### src/hw/spi_front_pkg.sv
// Shared constants and types for the serial flash front end
package spi_front_pkg;
    // Array geometry: 8 Mbit, byte addressed
    localparam int ADDR_W = 20;
    localparam int SECTOR_SHIFT = 12;
    localparam int BLOCK32_SHIFT = 15;
    localparam int BLOCK64_SHIFT = 16;
    // Status register layout
    localparam int ST_BUSY_BIT = 0;
    localparam int ST_WEL_BIT = 1;
    localparam int ST_AUTO_INC_BIT = 6;
    localparam int ST_LOCK_BIT = 7;
    localparam logic [7:0] ST_RESET = 8'h1c;
    localparam logic [7:0] ST_WR_MASK = 8'hbc;
    // Pin sample order {cs_n, hold_n, wp_n, sck, si} and its reset image
    localparam int PIN_W = 5;
    localparam logic [4:0] PIN_RESET = 5'h1c;
    localparam logic [2:0] LAST_BIT = 3'h7;
    // Erase granule selector
    typedef enum logic [1:0] {
        ERASE_SECTOR = 2'b00,
        ERASE_BLOCK32 = 2'b01,
        ERASE_BLOCK64 = 2'b10,
        ERASE_CHIP = 2'b11
    } erase_size_type;
endpackage

### src/hw/spi_pins_if.sv
// Synchronised pin levels and edges passed from the sampler to the core
`timescale 1ns/1ps
interface spi_pins_if;
    logic cs_n_lvl;
    logic cs_fall;
    logic cs_rise;
    logic hold_n_lvl;
    logic wp_n_lvl;
    logic sck_lvl;
    logic sck_rise;
    logic sck_fall;
    logic si_lvl;
    modport sampler (output cs_n_lvl, cs_fall, cs_rise, hold_n_lvl, wp_n_lvl, sck_lvl, sck_rise, sck_fall, si_lvl);
    modport core (input cs_n_lvl, cs_fall, cs_rise, hold_n_lvl, wp_n_lvl, sck_lvl, sck_rise, sck_fall, si_lvl);
endinterface

### src/hw/spi_pin_sampler.sv
// Two-flop synchroniser and edge finder for the serial pins
`timescale 1ns/1ps
module spi_pin_sampler (
    input wire logic core_clk_in,
    input wire logic rst_n_in,
    input wire logic [spi_front_pkg::PIN_W-1:0] pins_raw_in,
    spi_pins_if.sampler pins
);
    import spi_front_pkg::*;

    logic [PIN_W-1:0] meta_q;
    logic [PIN_W-1:0] sync_q;
    logic [PIN_W-1:0] prev_q;

    // First stage feeds only the second; edges come from stages two and three
    always_ff @(posedge core_clk_in or negedge rst_n_in) begin
        if (!rst_n_in) begin
            meta_q <= PIN_RESET;
            sync_q <= PIN_RESET;
            prev_q <= PIN_RESET;
        end else begin
            meta_q <= pins_raw_in;
            sync_q <= meta_q;
            prev_q <= sync_q;
        end
    end

    // Edges of the serial clock are found the same way in either idle level
    assign pins.cs_n_lvl = sync_q[4];
    assign pins.hold_n_lvl = sync_q[3];
    assign pins.wp_n_lvl = sync_q[2];
    assign pins.sck_lvl = sync_q[1];
    assign pins.si_lvl = sync_q[0];
    assign pins.cs_fall = prev_q[4] & ~sync_q[4];
    assign pins.cs_rise = ~prev_q[4] & sync_q[4];
    assign pins.sck_rise = ~prev_q[1] & sync_q[1];
    assign pins.sck_fall = prev_q[1] & ~sync_q[1];

    a_sck_edge_rise: assert property (@(posedge core_clk_in) disable iff (!rst_n_in)
        pins.sck_rise |-> (pins.sck_lvl && !$past(pins.sck_lvl)))
        else $error("serial clock rise flagged without a low to high change");
endmodule

### src/hw/spi_flash_serial_front_end.sv
// Serial front end of an SPI flash: framing, shifting, pause, protect, busy pin
//
// Overview of operation
// - Works with clock idle low or idle high
// - Serial input captured on clock rising edge
// - Outside ready/busy mode, serial output changes only after falling edge
// - New sequence starts on select falling edge
// - Output pin shows ready/busy during auto-increment
// - Pause freezes sequence without losing its state
// - Write-protect pin enables the lock bit
// - Array split into aligned 4K/32K/64K granules
// - Pause starts only with select and clock low
// - Deselect while paused resets serial logic
// - Locked status write refused when protect low
// - Status bit 0 reports internal write busy
`timescale 1ns/1ps
module spi_flash_serial_front_end (
    input wire logic core_clk_in,
    input wire logic rst_n_in,
    input wire logic sck_in,
    input wire logic si_in,
    input wire logic cs_n_in,
    input wire logic hold_n_in,
    input wire logic wp_n_in,
    output logic so_out,
    output logic so_oe_out,
    output logic seq_start_out,
    output logic seq_end_out,
    output logic rx_valid_out,
    output logic rx_first_out,
    output logic [7:0] rx_byte_out,
    input wire logic tx_enable_in,
    input wire logic [7:0] tx_byte_in,
    input wire logic busy_in,
    input wire logic wel_in,
    input wire logic auto_increment_program_in,
    input wire logic so_busy_enable_in,
    input wire logic write_status_command_in,
    input wire logic [7:0] status_wdata_in,
    output logic status_rejected_out,
    output logic [7:0] status_out,
    output logic protection_lock_bit_out,
    output logic paused_out,
    input wire logic [spi_front_pkg::ADDR_W-1:0] erase_addr_in,
    input wire spi_front_pkg::erase_size_type erase_size_in,
    output logic [spi_front_pkg::ADDR_W-1:0] erase_first_out,
    output logic [spi_front_pkg::ADDR_W-1:0] erase_last_out
);
    import spi_front_pkg::*;

    spi_pins_if pins ();

    logic paused_q;
    logic [2:0] bit_cnt_q;
    logic [7:0] rx_shift_q;
    logic [7:0] tx_q;
    logic first_q;
    logic so_q;
    logic busy_mode_q;
    logic data_mode_q;
    logic [7:0] status_q;
    logic active_rise;
    logic active_fall;
    logic status_accept;

    spi_pin_sampler sampler_inst (
        .core_clk_in(core_clk_in),
        .rst_n_in(rst_n_in),
        .pins_raw_in({cs_n_in, hold_n_in, wp_n_in, sck_in, si_in}),
        .pins(pins.sampler)
    );

    // Base of the aligned granule holding an address
    function automatic logic [ADDR_W-1:0] granule_base(input logic [ADDR_W-1:0] addr, input int shift);
        logic [ADDR_W-1:0] mask;
        mask = ~((ADDR_W'(1) << shift) - ADDR_W'(1));
        return addr & mask;
    endfunction

    // Top address of the same granule
    function automatic logic [ADDR_W-1:0] granule_top(input logic [ADDR_W-1:0] addr, input int shift);
        logic [ADDR_W-1:0] mask;
        mask = (ADDR_W'(1) << shift) - ADDR_W'(1);
        return addr | mask;
    endfunction

    // Clock edges count only while selected and not paused
    assign active_rise = pins.sck_rise & ~pins.cs_n_lvl & ~paused_q;
    assign active_fall = pins.sck_fall & ~pins.cs_n_lvl & ~paused_q;

    // Pause entry needs select low and clock low; exit waits for clock low or deselect
    always_ff @(posedge core_clk_in or negedge rst_n_in) begin
        if (!rst_n_in) begin
            paused_q <= 1'b0;
        end else if (!paused_q) begin
            if (!pins.cs_n_lvl && !pins.hold_n_lvl && !pins.sck_lvl) begin
                paused_q <= 1'b1;
            end
        end else if (pins.hold_n_lvl && (!pins.sck_lvl || pins.cs_n_lvl)) begin
            paused_q <= 1'b0;
        end
    end

    // Bit counter and input shifter; deselect clears them even when paused
    always_ff @(posedge core_clk_in or negedge rst_n_in) begin
        if (!rst_n_in) begin
            bit_cnt_q <= 3'h0;
            rx_shift_q <= 8'h00;
        end else if (pins.cs_n_lvl || pins.cs_fall) begin
            bit_cnt_q <= 3'h0;
            rx_shift_q <= 8'h00;
        end else if (active_rise) begin
            bit_cnt_q <= bit_cnt_q + 3'h1;
            rx_shift_q <= {rx_shift_q[6:0], pins.si_lvl};
        end
    end

    // Byte hand-off; transmit byte is taken at the same boundary
    always_ff @(posedge core_clk_in or negedge rst_n_in) begin
        if (!rst_n_in) begin
            rx_valid_out <= 1'b0;
            rx_first_out <= 1'b0;
            rx_byte_out <= 8'h00;
            tx_q <= 8'h00;
            first_q <= 1'b0;
        end else begin
            rx_valid_out <= 1'b0;
            if (pins.cs_fall) begin
                first_q <= 1'b1;
            end else if (active_rise && bit_cnt_q == LAST_BIT) begin
                rx_valid_out <= 1'b1;
                rx_first_out <= first_q;
                rx_byte_out <= {rx_shift_q[6:0], pins.si_lvl};
                tx_q <= tx_byte_in;
                first_q <= 1'b0;
            end
        end
    end

    // Sequence framing pulses; the end of a sequence relies on select rising
    always_ff @(posedge core_clk_in or negedge rst_n_in) begin
        if (!rst_n_in) begin
            seq_start_out <= 1'b0;
            seq_end_out <= 1'b0;
        end else begin
            seq_start_out <= pins.cs_fall;
            seq_end_out <= pins.cs_rise;
        end
    end

    // Output data moves only on a falling edge; busy mode overrides
    always_ff @(posedge core_clk_in or negedge rst_n_in) begin
        if (!rst_n_in) begin
            so_q <= 1'b1;
            busy_mode_q <= 1'b0;
            data_mode_q <= 1'b0;
        end else begin
            data_mode_q <= ~pins.cs_n_lvl & tx_enable_in;
            busy_mode_q <= so_busy_enable_in & auto_increment_program_in & ~(~pins.cs_n_lvl & tx_enable_in);
            if (so_busy_enable_in && auto_increment_program_in && !(!pins.cs_n_lvl && tx_enable_in)) begin
                so_q <= ~busy_in;
            end else if (active_fall) begin
                so_q <= tx_q[LAST_BIT - bit_cnt_q];
            end
        end
    end

    // Floats when paused or deselected, unless showing ready/busy
    assign so_out = so_q;
    assign so_oe_out = busy_mode_q | (data_mode_q & ~paused_q);
    assign paused_out = paused_q;

    // Lock bit counts only while the protect pin is low
    assign status_accept = pins.wp_n_lvl | ~status_q[ST_LOCK_BIT];

    // Status register: writable bits guarded, live bits follow the core
    always_ff @(posedge core_clk_in or negedge rst_n_in) begin
        if (!rst_n_in) begin
            status_q <= ST_RESET;
            status_rejected_out <= 1'b0;
        end else begin
            status_rejected_out <= write_status_command_in & ~status_accept;
            if (write_status_command_in && status_accept) begin
                status_q[7:2] <= (status_wdata_in[7:2] & ST_WR_MASK[7:2]) | (status_q[7:2] & ~ST_WR_MASK[7:2]);
            end
            status_q[ST_BUSY_BIT] <= busy_in;
            status_q[ST_WEL_BIT] <= wel_in;
            status_q[ST_AUTO_INC_BIT] <= auto_increment_program_in;
        end
    end

    assign status_out = status_q;
    assign protection_lock_bit_out = status_q[ST_LOCK_BIT];

    // Aligned erase range; registered so outputs come from flops
    always_ff @(posedge core_clk_in or negedge rst_n_in) begin
        if (!rst_n_in) begin
            erase_first_out <= '0;
            erase_last_out <= '0;
        end else begin
            unique case (erase_size_in)
                ERASE_SECTOR: begin
                    erase_first_out <= granule_base(erase_addr_in, SECTOR_SHIFT);
                    erase_last_out <= granule_top(erase_addr_in, SECTOR_SHIFT);
                end
                ERASE_BLOCK32: begin
                    erase_first_out <= granule_base(erase_addr_in, BLOCK32_SHIFT);
                    erase_last_out <= granule_top(erase_addr_in, BLOCK32_SHIFT);
                end
                ERASE_BLOCK64: begin
                    erase_first_out <= granule_base(erase_addr_in, BLOCK64_SHIFT);
                    erase_last_out <= granule_top(erase_addr_in, BLOCK64_SHIFT);
                end
                ERASE_CHIP: begin
                    erase_first_out <= '0;
                    erase_last_out <= '1;
                end
            endcase
        end
    end

    a_byte_on_rise: assert property (@(posedge core_clk_in) disable iff (!rst_n_in)
        (active_rise && bit_cnt_q == 3'h7 && !pins.cs_fall) |=> rx_valid_out)
        else $error("eighth rising edge did not deliver a byte");

    a_so_after_fall: assert property (@(posedge core_clk_in) disable iff (!rst_n_in)
        (!busy_mode_q && so_q != $past(so_q)) |-> $past(active_fall))
        else $error("serial output changed without a falling edge");

    a_start_on_select: assert property (@(posedge core_clk_in) disable iff (!rst_n_in)
        pins.cs_fall |=> (seq_start_out && bit_cnt_q == 3'h0))
        else $error("select falling edge did not open a sequence");

    a_busy_pin_level: assert property (@(posedge core_clk_in) disable iff (!rst_n_in)
        (so_busy_enable_in && auto_increment_program_in && pins.cs_n_lvl)
        |=> (so_oe_out && so_out == !$past(busy_in)))
        else $error("ready/busy level not shown on serial output");

    a_pause_freeze: assert property (@(posedge core_clk_in) disable iff (!rst_n_in)
        (paused_q && !pins.cs_n_lvl)
        |=> (bit_cnt_q == $past(bit_cnt_q) && rx_shift_q == $past(rx_shift_q)))
        else $error("serial state moved while paused");

    // Output is looked at in the entry cycle only: a legal resume may follow at once
    a_pause_entry: assert property (@(posedge core_clk_in) disable iff (!rst_n_in)
        (!pins.cs_n_lvl && !pins.hold_n_lvl && !pins.sck_lvl) |=> (paused_q && (!so_oe_out || busy_mode_q)))
        else $error("pause not entered with select and clock low");

    a_deselect_paused: assert property (@(posedge core_clk_in) disable iff (!rst_n_in)
        (paused_q && pins.cs_n_lvl && !pins.hold_n_lvl) |=> (paused_q && bit_cnt_q == 3'h0))
        else $error("deselect during pause did not reset or left pause");

    // Bit 6 is live and may move on its own, so only the writable bits are held
    a_lock_reject: assert property (@(posedge core_clk_in) disable iff (!rst_n_in)
        (write_status_command_in && !pins.wp_n_lvl && status_q[ST_LOCK_BIT])
        |=> (status_rejected_out && {status_q[7], status_q[5:2]} == $past({status_q[7], status_q[5:2]})))
        else $error("locked status write was not refused");

    a_busy_status: assert property (@(posedge core_clk_in) disable iff (!rst_n_in)
        busy_in |=> status_out[0] ##1 (status_out[0] == $past(busy_in)))
        else $error("status bit 0 does not follow internal busy");

    a_idle_quiet: assert property (@(posedge core_clk_in) disable iff (!rst_n_in)
        (pins.cs_n_lvl && $past(pins.cs_n_lvl) && !so_busy_enable_in) |=> (!rx_valid_out && !so_oe_out))
        else $error("deselected device reacted or drove output");
endmodule

### config.mk
export PLATFORM = sky130hd
export DESIGN_NAME = spi_flash_serial_front_end
export DESIGN_NICKNAME = d
export VERILOG_FILES = /design/src/hw/spi_front_pkg.sv /design/src/hw/spi_pins_if.sv /design/src/hw/spi_pin_sampler.sv /design/src/hw/spi_flash_serial_front_end.sv
export SDC_FILE = /design/constraint.sdc
export NUM_CORES = 1
export LEC_CHECK = 0
export BUFFER_PORTS_ARGS = -buffer_cell sky130_fd_sc_hd__buf_4
export CORE_MARGIN = 5
export CORE_UTILIZATION = 45
export CTS_CLUSTER_DIAMETER = 80
export DETAILED_ROUTE_END_ITERATION = 10
export GPL_ROUTABILITY_DRIVEN = 0
export PLACE_DENSITY_LB_ADDON = 0.1
export SKIP_LAST_GASP = 1
export SLEW_MARGIN = 20
export SYNTH_ARGS = -nofsm -noshare
export SYNTH_HDL_FRONTEND = slang
export SYNTH_SLANG_ARGS = --single-unit
export TNS_END_PERCENT = 10
### constraint.sdc
create_clock -name core_clk_in -period 2.83 [get_ports core_clk_in]
set_input_delay 0.849 -clock core_clk_in [delete_from_list [all_inputs] [get_ports core_clk_in]]
set_output_delay 0.849 -clock core_clk_in [all_outputs]
set_load 0.01 [all_outputs]
==> flow_summary.json <==
{
  "setup.worst_path.class": "reg -> out",
  "ir_drop_mv": 0.351,
  "post_synth_and_or_nand_nor_area_fraction_pct": 8.42,
  "sw_frac_of_total_pct": 21.5,
  "antenna_cells_inserted": 0,
  "p_per_area_mw_per_mm2": 645,
  "final_hold_violation_count": 0,
  "fp.dieH_microns": 88.4,
  "timing.critical_path.to": "so_oe_out",
  "yosys.cell_types.count": 36,
  "combPwrFrac_pct": 9.1,
  "worst_r2r_path_depth": 4,
  "pin_count": 116,
  "max_cap_violations": 0,
  "synth.area.mux_share_pct": 11.2,
  "yosys_warnings": 0,
  "fin_worst_skew_ns": 0.00731,
  "ys_async_sr_fraction_pct": 100,
  "synth-adder-area-share_pct": 0.905,
  "routed_via_density": 4.68,
  "floorplan.initialDensity_pct": 46.4,
  "syn2layout_area_growth_pct": 30.8,
  "syn_std_cell_area_sq_mm": 0.00277,
  "cts_repair_resize_count": 0,
  "grt_remaining_overflow": 0,
  "die_width_microns": 88.4,
  "critical_path_depth": 3,
  "arrival_ns": 1.15,
  "layout_setup_ws_ns": 0.833,
  "postCtsHoldBufs": 0,
  "seqPwrFrac_pct": 48.5,
  "timing.critical_path.required_ns": 1.98,
  "cp_slowest_stage_delay_ns": 0.43,
  "finalSetupTns_ns": 0,
  "worst-slew-pin-transition_ns": 0.992,
  "min_from": "sampler_inst.meta_q[1]",
  "static-leakage-power_nw": 1.82,
  "fp.coreArea_sq_mm": 0.00596,
  "critical_path.startpoint": "paused_out",
  "max_freq_ghz": 0.501,
  "drt_wl_total_mm": 4.83,
  "power.clock.fraction_pct": 42.4,
  "dp.cells": 332,
  "main_synth_ff_type": "dfrtp_1",
  "holdWs_ns": 0.351,
  "ctsLongestPathBuffers": 2,
  "worstReg2RegEnd": "rx_byte_out[0]",
  "detailedPlace.worstSlack_ns": 0.818,
  "end_kind": "primary output",
  "crit_path_start_kind": "flip-flop",
  "drive_gt1_share_pct": 51.6,
  "design.die.area_sq_mm": 0.00781,
  "post_synth_xor_area_fraction_pct": 0.317,
  "worstPathCellList": "inv_1, a21o_1, buf_4",
  "grt_max_degree": 74,
  "clk_root_buffer_cell": "clkbuf_8",
  "tritoncts_clock_tree": "built",
  "timing.hold.worst.class": "reg -> reg",
  "first_pass_iters": 4,
  "synth-compound-area-share_pct": 4.89,
  "grt.total_usage_pct": 13.8,
  "worst_r2r_startpoint": "paused_out",
  "global_route_wire_length_before_repair_mm": 8.14,
  "finish.cell_count_without_fillers": 348,
  "path_buf_inv": 2,
  "drc_errors": 0,
  "rsz_0062_raised_after_global_routing": "false",
  "row_count": 28,
  "crit_fanout": 5,
  "via_count": 1628,
  "cts_max_level": 3,
  "detailed_place_hpwl_mm": 3.48,
  "final_core_util_pct": 60.7,
  "drt.antenna.violating_nets": 0,
  "cts_inserted_buffers": 9,
  "power.net_switching_mw": 0.501,
  "postCtsSetupBuffers": 0,
  "reg2reg_slack_ns": 0.84,
  "initial_antenna_violation_count": 0,
  "drt_iter0_drc": 55,
  "clock_sinks": 73,
  "critPathTopFamily": "flip-flops",
  "intPower_mw": 1.83,
  "cpMaxStageDelayCell": "dfrtp_1",
  "synth_top_family_by_area": "multiplexers",
  "routed_wl_per_cell_microns": 13.9,
  "worst_slew_margin_rel_pct": 33.4,
  "synth_edf_count": 0,
  "final_max_slew_viol_count": 0,
  "syn_inst": 184,
  "port_buffers": 88,
  "vias_in_the_first_global_route": 1680,
  "finalNetCount": 321,
  "seq_area_frac_synth_pct": 66.6,
  "yosys_register_bits": 73,
  "worst_skew_pair.late_latency_ns": 0.34,
  "clk_pin_slew_ns": 0.08,
  "run_status": "finished, final reports clean",
  "synthesis.area_per_instance_sq_um": 15.0,
  "timing.final.crit_period_ns": 2.00,
  "final_period_util_pct": 70.6,
  "timing.final.setup_violations": 0
}
## Yosys cell counts (2+ instances only)
master     n  share of area, %
dfrtp_1   62                56
buf_4     24               6.5
mux2_2    13               5.3
dfstp_2   11                10
a22o_1    10               3.2
mux2_4     8               4.3
and2_1     7               1.6
nor2b_1    5               1.1
nand2b_1   4              0.90
nor2_1     4              0.54
inv_1      3              0.41
nand2_1    3              0.41
or3_1      3              0.68
conb_1     2              0.27
ha_1       2              0.90
mux2i_1    2              0.72
nor3_1     2              0.36
## power groups by stage
stage	clock network, mW	logic [mW]	registers, mW
5_1_grt	1.08	0.238	1.14
3_5_place_dp	0	0.218	1.15
3_3_place_gp	0	0.216	1.15
4_1_cts	1.03	0.218	1.13
6_report	0.989	0.213	1.13
2_1_floorplan	0	0.0909	1.16
## metrics by stage
| step | cell area, sq um | power (mW) |
|---|---|---|
| global placement | 3370 | 1.36 |
| floorplan | 2810 | 1.25 |
| detailed placement | 3370 | 1.37 |
| CTS | 3620 | 2.38 |
| finish | 3620 | 2.33 |
| global route | 3620 | 2.46 |
## cells in the final DEF (no fill, tap or decap), drive strengths merged, types with 2 or more instances in the layout
cell type,count
buf,88
nor3,2
bufinv,3
ha,2
nor2,4
conb,13
nand2b,4
mux2i,2
mux2,21
dfstp,11
inv,5
or3,3
nor2b,5
clkbuf,10
and2,7
a22o,10
dfrtp,62
nor3b,3
nand2,4
## cell type report
cell class                      instances  area [sq um]
Timing Repair Buffer                   88           661
Clock inverter                          6           113
Multi-Input combinational cell         93           759
Sequential cell                        73          1840
Inverter                                3          11.3
Tap cell                               75          93.8
Clock buffer                           10           138
Fill cell                             494          2340
## flip-flops by register name (all words and copies together), names as in the netlist, 2 cells and up
signal               count
rx_shift_q               7
erase_last_out           9
bit_cnt_q                3
erase_first_out          8
rx_byte_out              8
sampler_inst.sync_q      5
status_out               8
sampler_inst.meta_q      5
sampler_inst.prev_q      2
tx_q                     8
## worst min-delay path by stage
| stage | cells after the start | endpoint |
|---|---|---|
| finish | 0 | sampler_inst.sync_q[1] |
| global route | 0 | sampler_inst.sync_q[4] |
| CTS | 0 | sampler_inst.sync_q[1] |
| detailed placement | 0 | sampler_inst.sync_q[1] |
| global placement | 0 | sampler_inst.sync_q[1] |
| floorplan | 0 | sampler_inst.sync_q[0] |
## kinds of logic (layout without fill, tap and decap cells)
logic type,after synthesis,in the layout
buffers and inverters,29,107
adders and majority gates,2,2
AOI/OAI and AO/OA,17,17
muxes,24,24
and+or+nand+nor,36,36
DFF,73,73
other,2,13
xor gates and xnor gates,1,1
## routing by layer
layer,global-route usage [%],routed length [microns]
met5,0,0
met4,4.53,61
met3,8.85,607
met2,20.5,2250
met1,16.5,1910
No activity file was read; power rests on OpenSTA's default activity.
